### config.mk
export PLATFORM = sky130hd
export DESIGN_NAME = miu_interrupt_unit
export DESIGN_NICKNAME = d
export VERILOG_FILES = /design/src/shared/miu_pkg.sv /design/src/design/miu_edge_detect.sv /design/src/design/miu_interrupt_unit.sv
export SDC_FILE = /design/constraint.sdc
export NUM_CORES = 1
export LEC_CHECK = 0
export BUFFER_PORTS_ARGS = -buffer_cell sky130_fd_sc_hd__buf_2
export CAP_MARGIN = 20
export CORE_AREA = 2 2 82 84
export CTS_CLUSTER_SIZE = 20
export DETAILED_ROUTE_END_ITERATION = 8
export DIE_AREA = 0 0 84 86
export MAX_ROUTING_LAYER = met4
export PLACE_DENSITY = 0.89
export SLEW_MARGIN = 0
export SYNTH_ARGS = -nofsm -noshare
export SYNTH_HDL_FRONTEND = slang
export SYNTH_SLANG_ARGS = --single-unit
### constraint.sdc
create_clock -name clk -period 2.6 [get_ports clk]
set_clock_uncertainty 0.05 [all_clocks]
set_input_delay 0.52 -clock clk [delete_from_list [all_inputs] [get_ports clk]]
set_output_delay 0.52 -clock clk [all_outputs]
set_load 0.05 [all_outputs]
### src/shared/miu_pkg.sv
// Package for the microcontroller interrupt unit: register offsets, bit positions,
// reset values and state encodings shared by the unit and its edge detector.
// Assumes an 8-bit register space reached over classic Wishbone.
package miu_pkg;
   // Register byte addresses on the bus.
   localparam logic [7:0] IRQ_REQUEST_FLAGS_ADDR = 8'hc8;
   localparam logic [7:0] IRQ_ENABLE_MASK_ADDR = 8'hc9;
   localparam logic [7:0] PIN_EDGE_SELECT_ADDR = 8'hbf;
   localparam logic [7:0] STACK_POINTER_ADDR = 8'hdf;
   localparam logic [7:0] WORK_SAVE_ADDR = 8'he0;
   localparam logic [7:0] FLAG_SAVE_ADDR = 8'he1;
   // Source bit positions, shared by flags and enables; then the global enable and edge field positions.
   localparam int EXT_PIN_BIT = 0;
   localparam int CAPTURE_ONE_BIT = 1;
   localparam int CAPTURE_TWO_BIT = 2;
   localparam int GENERAL_TIMER_BIT = 4;
   localparam int TIMER_COUNTER_BIT = 5;
   localparam int USB_BIT = 6;
   localparam logic [7:0] SOURCE_USED_MASK = 8'h77;
   localparam int GLOBAL_ENABLE_BIT = 7;
   localparam int EDGE_FIELD_LSB = 3;
   // Program flag bits excluded from save and restore.
   localparam logic [7:0] PROTECTED_FLAG_MASK = 8'hc0;
   // Reset values.
   localparam logic [7:0] FLAGS_RESET = 8'h00;
   localparam logic [7:0] ENABLE_RESET = 8'h00;
   localparam logic [2:0] STACK_LEVEL_RESET = 3'h7;
   localparam logic [1:0] EDGE_FIELD_RESET = 2'h2;
   // Edge select encodings.
   localparam logic [1:0] EDGE_RISING = 2'h1;
   localparam logic [1:0] EDGE_FALLING = 2'h2;
   localparam logic [1:0] EDGE_BOTH = 2'h3;
   // Shared interrupt vector.
   localparam logic [15:0] IRQ_VECTOR = 16'h0008;
   typedef enum logic [1:0] {
      ST_RUN = 2'b00,
      ST_ENTER = 2'b01,
      ST_SERVICE = 2'b10
   } miu_state_t;
endpackage

### src/design/miu_edge_detect.sv
// Edge detector for the external pin interrupt with selectable polarity.
// Assumes the pin is already synchronous to clk.
`timescale 1ns/1ps
module miu_edge_detect
   import miu_pkg::*;
(
   // Clock and reset.
   input wire logic clk,
   input wire logic srst,
   // Pin and selection.
   input wire logic pinLevel,
   input wire logic [1:0] edgeSelect,
   // Detected trigger.
   output logic trigger
);
   typedef struct packed {
      logic prevLevel;
      logic trig;
   } miu_edge_t;
   miu_edge_t state_reg, state_next;

   // Compare against the previous level; the reserved code never triggers.
   always_comb begin
      state_next = state_reg;
      state_next.prevLevel = pinLevel;
      unique case (edgeSelect)
         EDGE_RISING: state_next.trig = pinLevel & ~state_reg.prevLevel;
         EDGE_FALLING: state_next.trig = ~pinLevel & state_reg.prevLevel;
         EDGE_BOTH: state_next.trig = pinLevel ^ state_reg.prevLevel;
         default: state_next.trig = 1'b0;
      endcase
   end

   // Track the live pin level through reset, so no false edge follows the release.
   always_ff @(posedge clk) begin
      if (srst) begin
         state_reg <= '{prevLevel: pinLevel, trig: 1'b0};
      end else begin
         state_reg <= state_next;
      end
   end

   assign trigger = state_reg.trig;

   a_rise_detect: assert property (@(posedge clk) disable iff (srst)
      (edgeSelect == EDGE_RISING && $rose(pinLevel) && $past(edgeSelect) == EDGE_RISING)
      |=> trigger) else $error("rising edge missed");
   a_reserved_quiet: assert property (@(posedge clk) disable iff (srst)
      (edgeSelect == 2'h0) |=> !trigger) else $error("reserved edge code triggered");
endmodule

### src/design/miu_interrupt_unit.sv
// Interrupt unit of a small 8-bit controller: flags, enables, global enable,
// vector entry and return, and one-level save of work and program flag registers.
// Assumes the core sequencer pulses instrBoundary, retInstr, saveInstr and restoreInstr
// for one cycle, and that peripheral events are one-cycle pulses on clk.
//
// Summary of operation
// - Six sources: five internal, one pin.
// - Pin edge wakes chip from power-down.
// - Entry clears global enable.
// - Return sets global enable again.
// - Per-source enable permits or suppresses source.
// - Entry pushes stack, jumps to vector 8.
// - Return ends service, resumes program.
// - Enable register layout at 0C9H, reset zero.
// - Source request sets its flag.
// - Flag register at 0C8H, read/write, reset zero.
// - Global enable is stack register bit 7.
// - No service without global enable.
// - Save and restore work and flag registers.
// - Save and restore skip timeout, power-down bits.
// - Flag sets regardless of source enable.
// - Wake edge latches pin flag, vector follows.
// - Two-bit pin edge select field.
`timescale 1ns/1ps
module miu_interrupt_unit
   import miu_pkg::*;
(
   // Clock and reset.
   input wire logic clk,
   input wire logic srst,
   // Classic Wishbone slave.
   input wire logic wb_cyc_i,
   input wire logic wb_stb_i,
   input wire logic wb_we_i,
   input wire logic [7:0] wb_adr_i,
   input wire logic [7:0] wb_dat_i,
   input wire logic wb_sel_i,
   output logic [7:0] wb_dat_o,
   output logic wb_ack_o,
   // Peripheral request pulses.
   input wire logic generalTimerEvent,
   input wire logic timerCounterEvent,
   input wire logic usbEvent,
   input wire logic captureOneEvent,
   input wire logic captureTwoEvent,
   // External pin and power state.
   input wire logic externalPinInterrupt,
   input wire logic powerDown,
   output logic wakeRequest,
   // Core sequencer.
   input wire logic instrBoundary,
   input wire logic retInstr,
   input wire logic saveInstr,
   input wire logic restoreInstr,
   input wire logic [7:0] workRegIn,
   input wire logic [7:0] progFlagIn,
   output logic takeVector,
   output logic [15:0] vectorAddr,
   output logic [7:0] workRegOut,
   output logic [7:0] progFlagOut,
   output logic restoreValid,
   output logic inService
);
   // Everything the unit remembers outside its edge detector sits in one struct, registered on every edge.
   // The stack level counts down from its reset value, so a push subtracts one
   // and a return adds one; software may also rewrite it through the bus.
   typedef struct packed {
      miu_state_t st;
      logic [7:0] flags;
      logic [7:0] enables;
      logic globalEnable;
      logic [2:0] stackLevel;
      logic [1:0] edgeField;
      logic [7:0] workSave;
      logic [7:0] flagSave;
      logic [7:0] rdData;
      logic ack;
      logic take;
      logic wake;
      logic [7:0] workOut;
      logic [7:0] flagOut;
      logic restoreV;
      logic busy;
   } miu_regs_t;
   miu_regs_t state_reg, state_next;

   logic pinTrigger;
   logic [7:0] sourceEvents;
   logic busWrite;
   logic busRead;
   logic pendingIrq;

   miu_edge_detect edgeDetect (
      .clk(clk),
      .srst(srst),
      .pinLevel(externalPinInterrupt),
      .edgeSelect(state_reg.edgeField),
      .trigger(pinTrigger)
   );

   // Gather the six sources into the flag layout; unused bits stay zero.
   always_comb begin
      sourceEvents = 8'h00;
      sourceEvents[EXT_PIN_BIT] = pinTrigger;
      sourceEvents[CAPTURE_ONE_BIT] = captureOneEvent;
      sourceEvents[CAPTURE_TWO_BIT] = captureTwoEvent;
      sourceEvents[GENERAL_TIMER_BIT] = generalTimerEvent;
      sourceEvents[TIMER_COUNTER_BIT] = timerCounterEvent;
      sourceEvents[USB_BIT] = usbEvent;
   end

   // A write takes effect on the edge that raises ack, so it lands exactly once.
   assign busWrite = wb_cyc_i & wb_stb_i & wb_we_i & wb_sel_i & ~state_reg.ack;
   assign busRead = wb_cyc_i & wb_stb_i & ~wb_we_i & ~state_reg.ack;
   // A source is pending only with its flag and its enable; the global enable and
   // the instruction boundary are applied in the sequencer below.
   assign pendingIrq = |(state_reg.flags & state_reg.enables);

   // Next-state logic for the whole unit.
   always_comb begin
      state_next = state_reg;
      state_next.take = 1'b0;
      state_next.restoreV = 1'b0;
      state_next.ack = wb_cyc_i & wb_stb_i & ~state_reg.ack;
      // Bus writes first, so a same-cycle hardware event below overrides them.
      if (busWrite) begin
         unique case (wb_adr_i)
            IRQ_REQUEST_FLAGS_ADDR: state_next.flags = wb_dat_i & SOURCE_USED_MASK;
            IRQ_ENABLE_MASK_ADDR: state_next.enables = wb_dat_i & SOURCE_USED_MASK;
            PIN_EDGE_SELECT_ADDR: state_next.edgeField = wb_dat_i[EDGE_FIELD_LSB +: 2];
            STACK_POINTER_ADDR: begin
               state_next.globalEnable = wb_dat_i[GLOBAL_ENABLE_BIT];
               state_next.stackLevel = wb_dat_i[2:0];
            end
            // The saved context reads back only; writes to it fall here.
            default: ;
         endcase
      end
      // Hardware sets win over a clearing write; flags never clear themselves.
      state_next.flags = state_next.flags | sourceEvents;
      // Read mux; unmapped addresses read zero and are still acknowledged.
      if (busRead) begin
         unique case (wb_adr_i)
            IRQ_REQUEST_FLAGS_ADDR: state_next.rdData = state_reg.flags;
            IRQ_ENABLE_MASK_ADDR: state_next.rdData = state_reg.enables;
            PIN_EDGE_SELECT_ADDR: state_next.rdData = {3'h0, state_reg.edgeField, 3'h0};
            STACK_POINTER_ADDR: state_next.rdData = {state_reg.globalEnable, 4'h0,
                                                     state_reg.stackLevel};
            WORK_SAVE_ADDR: state_next.rdData = state_reg.workSave;
            FLAG_SAVE_ADDR: state_next.rdData = state_reg.flagSave;
            default: state_next.rdData = 8'h00;
         endcase
      end
      // The pin wakes the chip from power-down; its flag is latched above.
      // The pulse goes to the clock controller, which owns the restart timing.
      state_next.wake = powerDown & pinTrigger;
      // One-level context buffer; timeout and power-down bits are left alone.
      if (saveInstr) begin
         state_next.workSave = workRegIn;
         state_next.flagSave = progFlagIn & ~PROTECTED_FLAG_MASK;
      end
      if (restoreInstr) begin
         state_next.workOut = state_reg.workSave;
         state_next.flagOut = (state_reg.flagSave & ~PROTECTED_FLAG_MASK)
                              | (progFlagIn & PROTECTED_FLAG_MASK);
         state_next.restoreV = 1'b1;
      end
      // Entry and return sequencing.
      unique case (state_reg.st)
         ST_RUN: begin
            // Entry waits while asleep; the latched flag then vectors right after wakeup.
            if (instrBoundary && state_reg.globalEnable && pendingIrq && !powerDown) begin
               state_next.take = 1'b1;
               state_next.globalEnable = 1'b0;
               state_next.stackLevel = state_reg.stackLevel - 3'h1;
               state_next.st = ST_ENTER;
            end
         end
         ST_ENTER: state_next.st = ST_SERVICE;
         ST_SERVICE: begin
            if (retInstr) begin
               state_next.globalEnable = 1'b1;
               state_next.stackLevel = state_reg.stackLevel + 3'h1;
               state_next.st = ST_RUN;
            end
         end
         default: state_next.st = ST_RUN;
      endcase
      // Registered copy of the service state, so that output comes from a flip-flop.
      state_next.busy = (state_next.st != ST_RUN);
   end

   // All state registered on every edge; synchronous reset.
   always_ff @(posedge clk) begin
      if (srst) begin
         state_reg <= '{st: ST_RUN, flags: FLAGS_RESET, enables: ENABLE_RESET,
                        globalEnable: 1'b0, stackLevel: STACK_LEVEL_RESET,
                        edgeField: EDGE_FIELD_RESET, workSave: 8'h00, flagSave: 8'h00,
                        rdData: 8'h00, ack: 1'b0, take: 1'b0, wake: 1'b0,
                        workOut: 8'h00, flagOut: 8'h00, restoreV: 1'b0, busy: 1'b0};
      end else begin
         state_reg <= state_next;
      end
   end

   // Outputs come straight from flip-flops.
   // The vector address is a fixed constant, as every source shares one entry point.
   assign wb_dat_o = state_reg.rdData;
   assign wb_ack_o = state_reg.ack;
   assign takeVector = state_reg.take;
   assign vectorAddr = IRQ_VECTOR;
   assign wakeRequest = state_reg.wake;
   assign workRegOut = state_reg.workOut;
   assign progFlagOut = state_reg.flagOut;
   assign restoreValid = state_reg.restoreV;
   assign inService = state_reg.busy;

   // Entry and return. These watch registered state, so a wrong next-state term
   // shows up one cycle after the edge that caused it.
   a_entry_clears_enable: assert property (@(posedge clk) disable iff (srst)
      takeVector |-> !state_reg.globalEnable) else $error("global enable left set");
   a_return_sets_enable: assert property (@(posedge clk) disable iff (srst)
      (state_reg.st == ST_SERVICE && retInstr) |=> state_reg.globalEnable)
      else $error("return did not set global enable");
   a_take_needs_global: assert property (@(posedge clk) disable iff (srst)
      takeVector |-> $past(state_reg.globalEnable) && $past(instrBoundary))
      else $error("vector taken without global enable");
   a_take_needs_enable: assert property (@(posedge clk) disable iff (srst)
      takeVector |-> $past(pendingIrq)) else $error("vector taken with nothing enabled");
   a_stack_push: assert property (@(posedge clk) disable iff (srst)
      takeVector |-> state_reg.stackLevel == $past(state_reg.stackLevel) - 3'h1)
      else $error("stack not pushed");
   a_return_pops: assert property (@(posedge clk) disable iff (srst)
      (state_reg.st == ST_SERVICE && retInstr)
      |=> state_reg.stackLevel == $past(state_reg.stackLevel) + 3'h1)
      else $error("stack not popped on return");
   a_no_reentry: assert property (@(posedge clk) disable iff (srst)
      inService |=> !takeVector)
      else $error("second entry while in service");
   a_take_single: assert property (@(posedge clk) disable iff (srst)
      takeVector |=> !takeVector)
      else $error("vector pulse held two cycles");

   // Sleep and wakeup. A sleeping core must never be sent to the vector.
   a_no_take_asleep: assert property (@(posedge clk) disable iff (srst)
      takeVector |-> !$past(powerDown))
      else $error("vector taken while asleep");
   a_wake_needs_sleep: assert property (@(posedge clk) disable iff (srst)
      wakeRequest |-> $past(powerDown) && $past(pinTrigger))
      else $error("wake pulse without a sleeping pin edge");

   // Flag and enable registers.
   a_flag_sets: assert property (@(posedge clk) disable iff (srst)
      usbEvent |=> state_reg.flags[USB_BIT]) else $error("usb flag not set");
   a_set_beats_clear: assert property (@(posedge clk) disable iff (srst)
      (generalTimerEvent && busWrite && wb_adr_i == IRQ_REQUEST_FLAGS_ADDR)
      |=> state_reg.flags[GENERAL_TIMER_BIT]) else $error("set lost to clear");
   a_flag_sticky: assert property (@(posedge clk) disable iff (srst)
      !(busWrite && wb_adr_i == IRQ_REQUEST_FLAGS_ADDR)
      |=> (state_reg.flags & $past(state_reg.flags)) == $past(state_reg.flags))
      else $error("flag cleared without a write");
   a_flag_unused_zero: assert property (@(posedge clk) disable iff (srst)
      (state_reg.flags & ~SOURCE_USED_MASK) == 8'h00)
      else $error("unused flag bit set");
   a_enable_unused_zero: assert property (@(posedge clk) disable iff (srst)
      (state_reg.enables & ~SOURCE_USED_MASK) == 8'h00)
      else $error("unused enable bit set");
   a_enable_reset: assert property (@(posedge clk)
      srst |=> state_reg.enables == ENABLE_RESET && !state_reg.globalEnable)
      else $error("enable reset wrong");

   // Context buffer; the two status bits must never pass through it.
   a_save_copies: assert property (@(posedge clk) disable iff (srst)
      saveInstr |=> state_reg.workSave == $past(workRegIn))
      else $error("work register not saved");
   a_save_masks: assert property (@(posedge clk) disable iff (srst)
      saveInstr |=> (state_reg.flagSave & PROTECTED_FLAG_MASK) == 8'h00)
      else $error("status bits saved");
   a_restore_data: assert property (@(posedge clk) disable iff (srst)
      restoreInstr |=> workRegOut == $past(state_reg.workSave))
      else $error("work register not restored");
   a_restore_keeps: assert property (@(posedge clk) disable iff (srst)
      restoreInstr |=> restoreValid && (progFlagOut & PROTECTED_FLAG_MASK)
      == ($past(progFlagIn) & PROTECTED_FLAG_MASK)) else $error("protected bits changed");

   // Bus handshake.
   a_ack_drop: assert property (@(posedge clk) disable iff (srst)
      wb_ack_o |=> !wb_ack_o) else $error("ack held two cycles");

   c_take: cover property (@(posedge clk) disable iff (srst) takeVector);
   c_return: cover property (@(posedge clk) disable iff (srst)
      state_reg.st == ST_SERVICE && retInstr);
   c_wake: cover property (@(posedge clk) disable iff (srst) wakeRequest);
   c_restore: cover property (@(posedge clk) disable iff (srst) restoreValid);
   c_set_clear: cover property (@(posedge clk) disable iff (srst)
      generalTimerEvent && busWrite && wb_adr_i == IRQ_REQUEST_FLAGS_ADDR);
endmodule

# After elaboration in Yosys (flattened, before gate mapping)
# Index checks and enable logic that the tools add are counted.
# Widths: inputs -> output; s select.
[totals]
register_bits = 67
input_bits = 49
out_inout_bits = 45
elab_cells = 75
[op_classes]
n_addsub = 2
eq_ne = 11
mux = 15
n_bitwise = 19
n_reduce_logical = 10
[ops]
columns = ["cell", "count"]
rows = [
  ["$eq 8x8->1 const B", 6],
  ["$pmux 8 s6", 1],
  ["$mux 22", 1],
  ["$mux 4", 3],
  ["$and 1x1->1", 10],
  ["$and 8x7->8", 1],
  ["$mux 8", 1],
  ["$or 6x8->8", 1],
  ["$or 8x7->8", 1],
  ["$pmux 4 s2", 1],
  ["$reduce_or 8->1", 1],
  ["$mux 7", 1],
  ["$eq 2x2->1 const B", 3],
  ["$mux 2", 3],
  ["$pmux 2 s3", 1],
  ["$not 1->1", 5],
  ["$eq 2x1->1 const B", 2],
  ["$reduce_and 2->1", 2],
  ["$add 3x1->3 const B", 1],
  ["$logic_and 1x1->1", 3],
  ["$pmux 1 s3", 1],
  ["$sub 3x1->3 const B", 1],
  ["$logic_not 2->1", 1],
  ["$mux 1", 2],
  ["other kinds (4)", 4],
]

# Longest topological paths before layout
# Gate-level depths: netlist of the first run.
[depth]
word_depth = 7
ltp_mapped = 6
ltp_nobuf = 5

# Cells and area by module
# A second synthesis of the first run with hierarchy kept.
[unflattened]
hier_cells = 347
area_unflattened_um2 = 3203.1
[by_module_without_submodules]
columns = ["mod", "instances", "cells_per_inst", "area_per_inst_um2", "seq_area_each_um2"]
rows = [
  ["miu_interrupt_unit", 1, 337, 3104.2, 1261.2],
  ["miu_edge_detect", 1, 10, 98.8, 40.0],
]

# Least setup slack after synthesis of the first run
# Ideal clock, no wire load.
[synth_path]
kind = "register -> register"
start = "register state_reg (netlist bit wb_ack_o)"
end = "register state_reg[49] (netlist bit)"
arrival_time_ps = 1907
slack_ps = 521
stages_incl_launch_ff = 5
n_path_buf = 0
synth_period_minus_slack_ps = 2079
path_cell_list = "dfxtp_1 -> nand3b_1 -> or4_4 -> mux2_4 -> a221o_1"
[synth_between]
elab_chain_cells = 5
elab_cells_between_ends = 6
classes_between = "mux (4); bitwise (2)"
[synth_rtl]
columns = ["element", "line_no", "text"]
rows = [
  ["start, declared", "miu_interrupt_unit.sv:85", "miu_regs_t state_reg, state_next;"],
  ["start signal, assigned", "miu_interrupt_unit.sv:196", "state_reg <= '{st: ST_RUN, flags: FLAGS_RESET, enables: ENABLE_RESET,"],
  ["start signal, assigned", "miu_interrupt_unit.sv:202", "state_reg <= state_next;"],
  ["$not 1->1 (*)", "miu_interrupt_unit.sv:113", "assign busWrite = wb_cyc_i & wb_stb_i & wb_we_i & wb_sel_i & ~state_reg.ack;"],
  ["$and 1x1->1 (*)", "miu_interrupt_unit.sv:113", ""],
  ["$mux 22 (*)", "miu_interrupt_unit.sv:126", "if (busWrite) begin"],
  ["$mux 4, on equally long branches", "miu_interrupt_unit.sv:181, miu_interrupt_unit.sv:172", ""],
  ["$pmux 4 s2 (*)", "miu_interrupt_unit.sv:169", "unique case (state_reg.st)"],
]
# Every way passes the cells marked *; elsewhere a longest branch is shown, timed or not.
# A chain may end at the register's enable or synchronous reset.

# Final worst setup path of the first run
[layout_path]
start = "register state_reg (netlist bit wb_ack_o)"
end = "register state_reg (netlist bit wb_dat_o[1])"
[layout_between]
elab_chain_cells = 2
[layout_rtl]
columns = ["element", "line_no", "text"]
rows = [
  ["$not 1->1", "miu_interrupt_unit.sv:114", "assign busRead = wb_cyc_i & wb_stb_i & ~wb_we_i & ~state_reg.ack;"],
  ["$and 1x1->1", "miu_interrupt_unit.sv:114", ""],
]
# Every way passes these cells.

==> flow_summary.json, run 1 <==
{
  "status": "complete, no violations",
  "crit_type": "register to register",
  "fin_cells": 472,
  "io_pins": 94,
  "cp.arrival_ps": 2190,
  "fin_setup_tns_ps": 0,
  "place_hpwl_mm": 5.36,
  "postCtsHoldBufs": 0,
  "peakVddDrop_v": 0.000352,
  "cts-root-buf": "clkbuf_8",
  "tightest_slew_ps": 978,
  "synth_cell_types": 45,
  "antenna_found_initial": 0,
  "max_freq_mhz": 500,
  "clock_latency_ps": 350,
  "leakagePower_nw": 1.71,
  "vias": 2561,
  "placed_cells": 456,
  "post_drt_wl_per_cell_um": 14.9,
  "die_area_um2": 7220,
  "netlist_area_um2": 3150,
  "synth_edf_count": 0,
  "final_common_cell": "buf_2",
  "hold_path.class": "input pin to register",
  "worstPathRequired_ps": 2790,
  "critPathCaptureType": "register",
  "numCtsBuffers": 9,
  "vias_per_cell": 5.43,
  "drive_gt1_share_pct": 26.1,
  "area_growth_pct": 11.9,
  "initial_utilization_pct": 50.2,
  "maxCapViolCount": 0,
  "rsz0062_at_grt": "no",
  "largest_reg_flops": 34,
  "syn_area_per_cell_um2": 9.26,
  "top_usage_layer": "met2",
  "met3_usage_pct": 3.95,
  "path_max_fanout": 10,
  "fin_crit_ps": 2000,
  "std_cell_rows": 29,
  "regArea_um2": 1300,
  "cts_max_path_buffers": 2,
  "grt_pass1_vias": 2351,
  "die_h_um": 86,
  "start_kind": "register",
  "crit_path_max_incr_delay_ps": 410,
  "post_cts_resized": 0,
  "setup_violations": 0,
  "post-route-period-util_pct": 76.9,
  "grt_pass1_wl_mm": 11.4,
  "slew_viol_final": 0,
  "slew_headroom_pct": 33.8,
  "overflow": 0,
  "gr-usage-met1_pct": 24.5,
  "diodes": 0,
  "p_per_area_nw_per_um2": 593,
  "drc_errors": 0,
  "power_mw": 2.09,
  "worstPathCellList": "nand3b_1 -> or2_2 -> a31oi_1 -> o311ai_1 -> a221oi_1",
  "crit_slowest_cell": "or2_2",
  "die_w_um": 84,
  "cts_max_level": 3,
  "firstDrtPassIters": 4,
  "antenna_left": 0,
  "wl_mm": 7.04,
  "core_area_um2": 6280,
  "yosys_most_used_dff": "dfxtp_1",
  "gp_congestion": 0.883,
  "hold_viol_final": 0,
  "post_cts_buffers": 0,
  "grt_usage_pct": 20.6,
  "path_clk_slew_ps": 70,
  "num-nets-final": 443,
  "fillers": 568,
  "grt_max_degree": 43,
  "syn_inst": 340,
  "clock_sinks": 65,
  "multi_input_area_um2": 1480,
  "synth-async-reset-ratio_pct": 0,
  "seq_area_frac_synth_pct": 41.3,
  "drt-initial-drc-count": 191,
  "use_met2_pct": 33.4,
  "ys_ff_latch": 65,
  "layout_common_cells": "buf_2, dfxtp_1, nor2_1",
  "tritoncts": "done",
  "portBuffers": 77,
  "synth_warnings": 0
}
[per-stage QoR]
stage | worst slack [ps] | area, um2 | hold WS, ps | utilization (%)
after floorplan | 521 | 3200 | 367 | -
final | 600 | 3520 | 257 | 56.1
after global placement | 493 | 3350 | 390 | 53.3
after CTS | 616 | 3520 | 249 | 56.1
after global routing | 401 | 3520 | 257 | 56.1
after detailed placement | 386 | 3350 | 396 | 53.3
[worst paths after layout]
| kind | start | endpoint | slack, ps | cells after the start |
|---|---|---|---|---|
| min | externalPinInterrupt | edgeDetect.state_reg[1] | 260 | 1 |
| max | wb_ack_o | wb_dat_o[1] | 600 | 5 |
| min reg2reg | wb_dat_o[3] | wb_dat_o[3] | 410 | 2 |
| max reg2reg | wb_ack_o | wb_dat_o[1] | 600 | 5 |
[layout make-up]
class | instances | share of cell area (%)
Clock buffer | 9 | 3.52
Clock inverter | 7 | 1.53
Inverter | 12 | 1.28
Multi-Input combinational cell | 220 | 42.0
Sequential cell | 65 | 36.9
Tap cell | 77 | 2.73
Timing Repair Buffer | 82 | 12.0
[routing by layer]
| metal | routed length [um] | part of all wire (%) |
|---|---|---|
| met1 | 3010 | 43 |
| met2 | 3460 | 49 |
| met4 | 195 | 2.8 |
| met5 | 0 | 0 |
| met3 | 379 | 5.4 |
[kinds of logic (layout without fill, tap and decap cells)]
| logic type | after synthesis | in the layout | synth area share [%] |
|---|---|---|---|
| adders and majority gates | 4 | 4 | 1.59 |
| AOI/OAI and AO/OA | 55 | 55 | 13.0 |
| buffers and inverters | 69 | 110 | 13.3 |
| other | 2 | 16 | 0.238 |
| DFF | 65 | 65 | 41.3 |
| and+or+nand+nor | 96 | 96 | 14.8 |
| muxes | 49 | 49 | 15.8 |
[Yosys cell counts (all sizes together), types with 3 or more instances]
library cell,instances,share of area (%)
dfxtp,65,41
nor2,49,5.8
mux2i,47,15
buf,45,10
nand2,18,2.1
clkbuf,12,1.4
inv,12,1.4
a21oi,11,1.7
a22oi,9,2.1
a32o,6,1.9
nand3,5,0.79
nand3b,5,1.2
nor2b,5,0.99
a221oi,4,1.1
ha,4,1.6
nand4,4,1.3
o21ai,4,0.64
a21o,3,0.72
o211ai,3,0.72
o31ai,3,0.72
[report_power, final]
group          total (mW)  leakage [nW]  switching [mW]  internal (mW)
registers            1.05         0.531          0.0242           1.03
logic               0.266          1.09           0.185         0.0809
clock network       0.772        0.0939           0.419          0.353
total                2.09          1.71           0.628           1.46
[worst max-delay path: cells and delay by family (launching register included)]
family           cells  cell delay (ps)
AND/OR/NAND/NOR      2              620
flip-flops           1              300
AO/OA/AOI/OAI        3              930
No activity file was read; power rests on OpenSTA's default activity.
==> run 2: changes to the inputs <==
--- a/config.mk
+++ b/config.mk
@@ -7,12 +7,12 @@
 export LEC_CHECK = 0
 export BUFFER_PORTS_ARGS = -buffer_cell sky130_fd_sc_hd__buf_2
 export CAP_MARGIN = 20
-export CORE_AREA = 2 2 82 84
+export CORE_AREA = 2 2 86 88
 export CTS_CLUSTER_SIZE = 20
 export DETAILED_ROUTE_END_ITERATION = 8
-export DIE_AREA = 0 0 84 86
+export DIE_AREA = 0 0 88 90
 export MAX_ROUTING_LAYER = met4
-export PLACE_DENSITY = 0.89
+export PLACE_DENSITY = 0.85
 export SLEW_MARGIN = 0
 export SYNTH_ARGS = -nofsm -noshare
 export SYNTH_HDL_FRONTEND = slang
==> constraint.sdc (replaced) <==
create_clock -name clk -period 1.6 [get_ports clk]
set_clock_uncertainty 0.05 [all_clocks]
set_input_delay 0.32 -clock clk [delete_from_list [all_inputs] [get_ports clk]]
set_output_delay 0.32 -clock clk [all_outputs]
set_load 0.05 [all_outputs]
==> run 2 against run 1 <==
Net effect: the run now ends with setup timing left; cell count rose by 12%; sequential share of layout area fell by 4.2 points; sequential power rose by 62%; register-to-register slack got worse by 850 ps; combinational power rose by 88%; non-clock buffer count rose by 37; clock-buffer cell count rose by 3; core utilization rose by 0.62 points; power rose by 78%; fmax rose by 7.8%; critical path type unchanged.
==> flow_summary.json, run 2 (synthesized netlist as in run 1, its figures left out) <==
{
  "status": "finished with violations",
  "violations": "setup timing",
  "antenna_found_initial": 0,
  "grt_pass1_vias": 2723,
  "placed_cells": 511,
  "fin_crit_ps": 1850,
  "cts-root-buf": "clkbuf_8",
  "layout_common_cells": "buf_2, dfxtp_1, nor2_1",
  "cts_max_level": 3,
  "critPathTopFamily": "simple AND/OR/NAND/NOR gates",
  "area_growth_pct": 26.5,
  "overflow": 0,
  "drc_errors": 0,
  "rsz0062_at_grt": "yes",
  "regArea_um2": 1310,
  "crit_slowest_cell": "or4_4",
  "hold_viol_final": 0,
  "initial_utilization_pct": 44.9,
  "cts_max_path_buffers": 2,
  "setup_violations": 12,
  "start_kind": "register",
  "grt_usage_pct": 21.6,
  "std_cell_rows": 31,
  "die_w_um": 88,
  "core_area_um2": 7020,
  "diodes": 0,
  "firstDrtPassIters": 5,
  "hp-start": "externalPinInterrupt",
  "hold_path.class": "input pin to register",
  "post_dp_cell_area_um2": 3690,
  "max_freq_mhz": 539,
  "post_drt_wl_per_cell_um": 15.3,
  "gp_congestion": 0.974,
  "grt_max_degree": 25,
  "vias_per_cell": 5.16,
  "drt-initial-drc-count": 191,
  "cp.arrival_ps": 2040,
  "fillers": 594,
  "post-route-period-util_pct": 116,
  "antenna_left": 0,
  "crit_type": "register to register",
  "clock_sinks": 65,
  "final_area_um2": 3980,
  "io_pins": 94,
  "peakVddDrop_v": 0.000400,
  "fin_cells": 530,
  "r2r_start": "wb_ack_o",
  "place_hpwl_mm": 5.81,
  "portBuffers": 77,
  "path_clk_slew_ps": 60,
  "tritoncts": "done",
  "drive_gt1_share_pct": 34.3,
  "die_area_um2": 7920,
  "vias": 2733,
  "critPathBufInv": 2,
  "startpoint": "wb_ack_o",
  "largest_reg_flops": 34,
  "maxCapViolCount": 0,
  "setup_slack_ps": -254,
  "crit_path_max_incr_delay_ps": 550,
  "num-nets-final": 480,
  "path_max_fanout": 3,
  "grt_pass1_wl_mm": 12.9,
  "numCtsBuffers": 9,
  "final_common_cell": "buf_2",
  "critPathCaptureType": "register",
  "multi_input_area_um2": 1580,
  "die_h_um": 90,
  "leakagePower_nw": 1.92,
  "worstPathRequired_ps": 1790,
  "p_per_area_nw_per_um2": 934,
  "worstPathCellList": "nand3b_1 -> or4_4 -> buf_4 -> buf_6 -> nor2_1 -> nand2_1 -> a21o_1",
  "clock_latency_ps": 340,
  "wl_mm": 8.12,
  "slew_viol_final": 0
}
run 2: changes by cell type in the layout (fill, tap and decap cells not counted), sizes merged:
cell,change
buf,+37
bufinv,+2
clkbuf,+3
clkinv,-4
inv,-2
run 2: per-stage QoR:
stage | worst slack [ps] | hold slack, ps | power, mW | TNS [ps] | utilization, %
global route | -275 | 62.2 | 3.85 | -2540 | 56.7
CTS | -207 | 56.5 | 3.74 | -1140 | 56.1
global placement | -259 | 390 | 2.21 | -2480 | 52.6
finish | -254 | 71.1 | 3.72 | -1930 | 56.7
detailed placement | -292 | 395 | 2.23 | -3190 | 52.6
floorplan | -299 | 298 | 2.10 | -1970 | -
run 2: final timing paths:
check / cells past startpoint / slack (ps) / end
worst max register to register: 7 / -250 / state_reg[47]
worst min-delay path: 1 / 70 / edgeDetect.state_reg[1]
worst min register to register: 2 / 400 / wb_dat_o[5]
worst max-delay path: 7 / -250 / state_reg[47]
run 2: per-layer routing:
metal	global-route usage [%]	part of all wire (%)	vias to the layer above
li1	-	-	1314
met1	26.8	41	1287
met2	33.2	50	113
met3	4.59	6.4	19
met4	10.0	2.5	0
met5	-	0	-
run 2: area by class of cell:
cell class                      count  share of cell area [%]
Sequential cell                    65                    32.8
Clock inverter                      3                    1.63
Clock buffer                       12                    3.64
Inverter                           12                    1.13
Multi-Input combinational cell    220                    39.6
Timing Repair Buffer              119                    18.1
Tap cell                           99                    3.11
run 2: power breakdown:
| group | internal [mW] | total, mW | switching, mW |
|---|---|---|---|
| registers | 1.67 | 1.70 | 0.0352 |
| clock network | 0.910 | 1.52 | 0.608 |
| logic | 0.172 | 0.500 | 0.328 |
| total | 2.75 | 3.72 | 0.971 |
run 2: timing repair:
action                     4_1_cts  5_1_grt
setup endpoints to repair       20       15
pin swaps                        4        4
hold buffers                     0        0
gates resized for setup          4        7
buffers inserted                 3        1
==> run 3: changes to the inputs <==
--- a/config.mk
+++ b/config.mk
@@ -12,7 +12,7 @@
 export DETAILED_ROUTE_END_ITERATION = 8
 export DIE_AREA = 0 0 88 90
 export MAX_ROUTING_LAYER = met4
-export PLACE_DENSITY = 0.85
+export PLACE_DENSITY = 0.74
 export SLEW_MARGIN = 0
 export SYNTH_ARGS = -nofsm -noshare
 export SYNTH_HDL_FRONTEND = slang
==> run 3 against run 2 <==
Net effect: the run still ends with setup timing left; cell area shrank 1.5%; combinational power shrank 2%; die area is the same; critical path depth shrank 3; fmax increased by 3.3%; clock power fell by 13%; critical endpoint is now state_reg[49]; highest routed layer unchanged.
==> flow_summary.json, run 3 (synthesized netlist as in run 1, its figures left out) <==
{
  "status": "finished with violations",
  "violations": "setup timing",
  "portBuffers": 77,
  "grt_pass1_vias": 2489,
  "core_area_um2": 7020,
  "max_freq_mhz": 557,
  "drc_errors": 0,
  "setup_violations": 10,
  "post_drt_wl_per_cell_um": 14.5,
  "fillers": 631,
  "peakVddDrop_v": 0.000466,
  "vias_per_cell": 5.06,
  "hp-start": "externalPinInterrupt",
  "leakagePower_nw": 1.88,
  "hold_path_end": "edgeDetect.state_reg[1]",
  "hold_depth": 1,
  "grt_pass1_wl_mm": 12.2,
  "worstPathRequired_ps": 1770,
  "diodes": 0,
  "std_cell_rows": 31,
  "gp_congestion": 0.937,
  "worstRegToRegCells": 4,
  "tritoncts": "done",
  "place_hpwl_mm": 5.67,
  "startpoint": "wb_ack_o",
  "final_common_cell": "buf_2",
  "reg2reg_to": "state_reg[49]",
  "postCtsHoldBufs": 0,
  "crit_type": "register to register",
  "setup_slack_ps": -196,
  "grt_max_degree": 28,
  "cts-root-buf": "clkbuf_8",
  "hold_viol_final": 0,
  "rsz0062_at_grt": "yes",
  "reg2reg_slack_ps": -200,
  "cts_max_path_buffers": 2,
  "fin_crit_ps": 1800,
  "overflow": 0,
  "hold_path.class": "input pin to register",
  "fin_setup_tns_ps": -1070,
  "die_area_um2": 7920,
  "slew_headroom_pct": 66.1,
  "slew_viol_final": 0,
  "drive_gt1_share_pct": 34.4,
  "firstDrtPassIters": 4,
  "maxCapViolCount": 0,
  "numCtsBuffers": 9,
  "post-place-ws_ps": -310,
  "post-route-period-util_pct": 112,
  "area_growth_pct": 24.6,
  "die_w_um": 88,
  "io_pins": 94,
  "r2r_start": "wb_ack_o",
  "start_kind": "register",
  "cp.arrival_ps": 1970,
  "drt-initial-drc-count": 144,
  "num-nets-final": 477,
  "path_clk_slew_ps": 60,
  "clock_latency_ps": 340,
  "vias": 2664,
  "whs_ps": 71.9,
  "die_h_um": 90,
  "multi_input_area_um2": 1590,
  "critPathCaptureType": "register",
  "initial_utilization_pct": 44.9,
  "path_max_fanout": 3,
  "cts_max_level": 3,
  "tightest_slew_ps": 508,
  "power_mw": 3.52,
  "regArea_um2": 1310,
  "antenna_left": 0,
  "clock_sinks": 65,
  "grt_usage_pct": 20.3,
  "antenna_found_initial": 0,
  "largest_reg_flops": 34,
  "layout_common_cells": "buf_2, dfxtp_1, nor2_1",
  "wl_mm": 7.61,
  "p_per_area_nw_per_um2": 896
}
-- run 3: changes by cell type in the layout (fill, tap and decap cells not counted), sizes merged --
cell,delta
bufinv,-1
clkinvlp,+1
clkbuf,-1
buf,-3
-- run 3: worst max path at each step --
stage | to | slack [ps] | cells past startpoint
6_report | state_reg[49] | -200 | 4
5_1_grt | state_reg[49] | -250 | 4
4_1_cts | state_reg[49] | -250 | 4
3_5_place_dp | state_reg[49] | -310 | 5
3_3_place_gp | state_reg[49] | -270 | 5
2_1_floorplan | state_reg[49] | -300 | 4
-- run 3: metal layers --
metal  up-vias  part of all wire (%)  track usage, %
met5         -                     0               -
met1      1264                    44            26.4
met4         0                   2.3            9.23
li1       1309                     -               -
met2        79                    49            30.6
met3        12                   5.4            3.21
-- run 3: area by class of cell --
type / count / area share, %
Multi-Input combinational cell: 220 / 40.4
Sequential cell: 65 / 33.2
Timing Repair Buffer: 116 / 17.4
Clock buffer: 11 / 3.60
Tap cell: 99 / 3.16
Inverter: 12 / 1.15
Clock inverter: 3 / 1.08
-- run 3: where the power goes --
part | total, mW | internal, mW | leakage [nW] | switching [mW]
registers | 1.70 | 1.67 | 0.531 | 0.0355
clock network | 1.32 | 0.742 | 0.0913 | 0.579
logic | 0.490 | 0.166 | 1.26 | 0.323
-- run 3: worst max-delay path, stage by stage, from the launching register on --
cell	delay (ps)
dfxtp_4	330
nand3b_1	180
or4_4	530
mux2_4	310
a221o_1	290
-- run 3: through the flow --
step / util [%] / instances / cell area [um2]
detailed placement: 52.3 / 510 / 3670
global route: 55.9 / 526 / 3930
CTS: 55.5 / 525 / 3900
global placement: 52.3 / 510 / 3670
floorplan: - / 354 / 3260
finish: 55.9 / 526 / 3930
-- run 3: what timing repair did --
action                                  4_1_cts  5_1_grt
setup buffers                                 1        1
resized for setup                             7        5
pin swaps                                     7        2
gates cloned                                  0        0
endpoints found under the setup margin       18       17
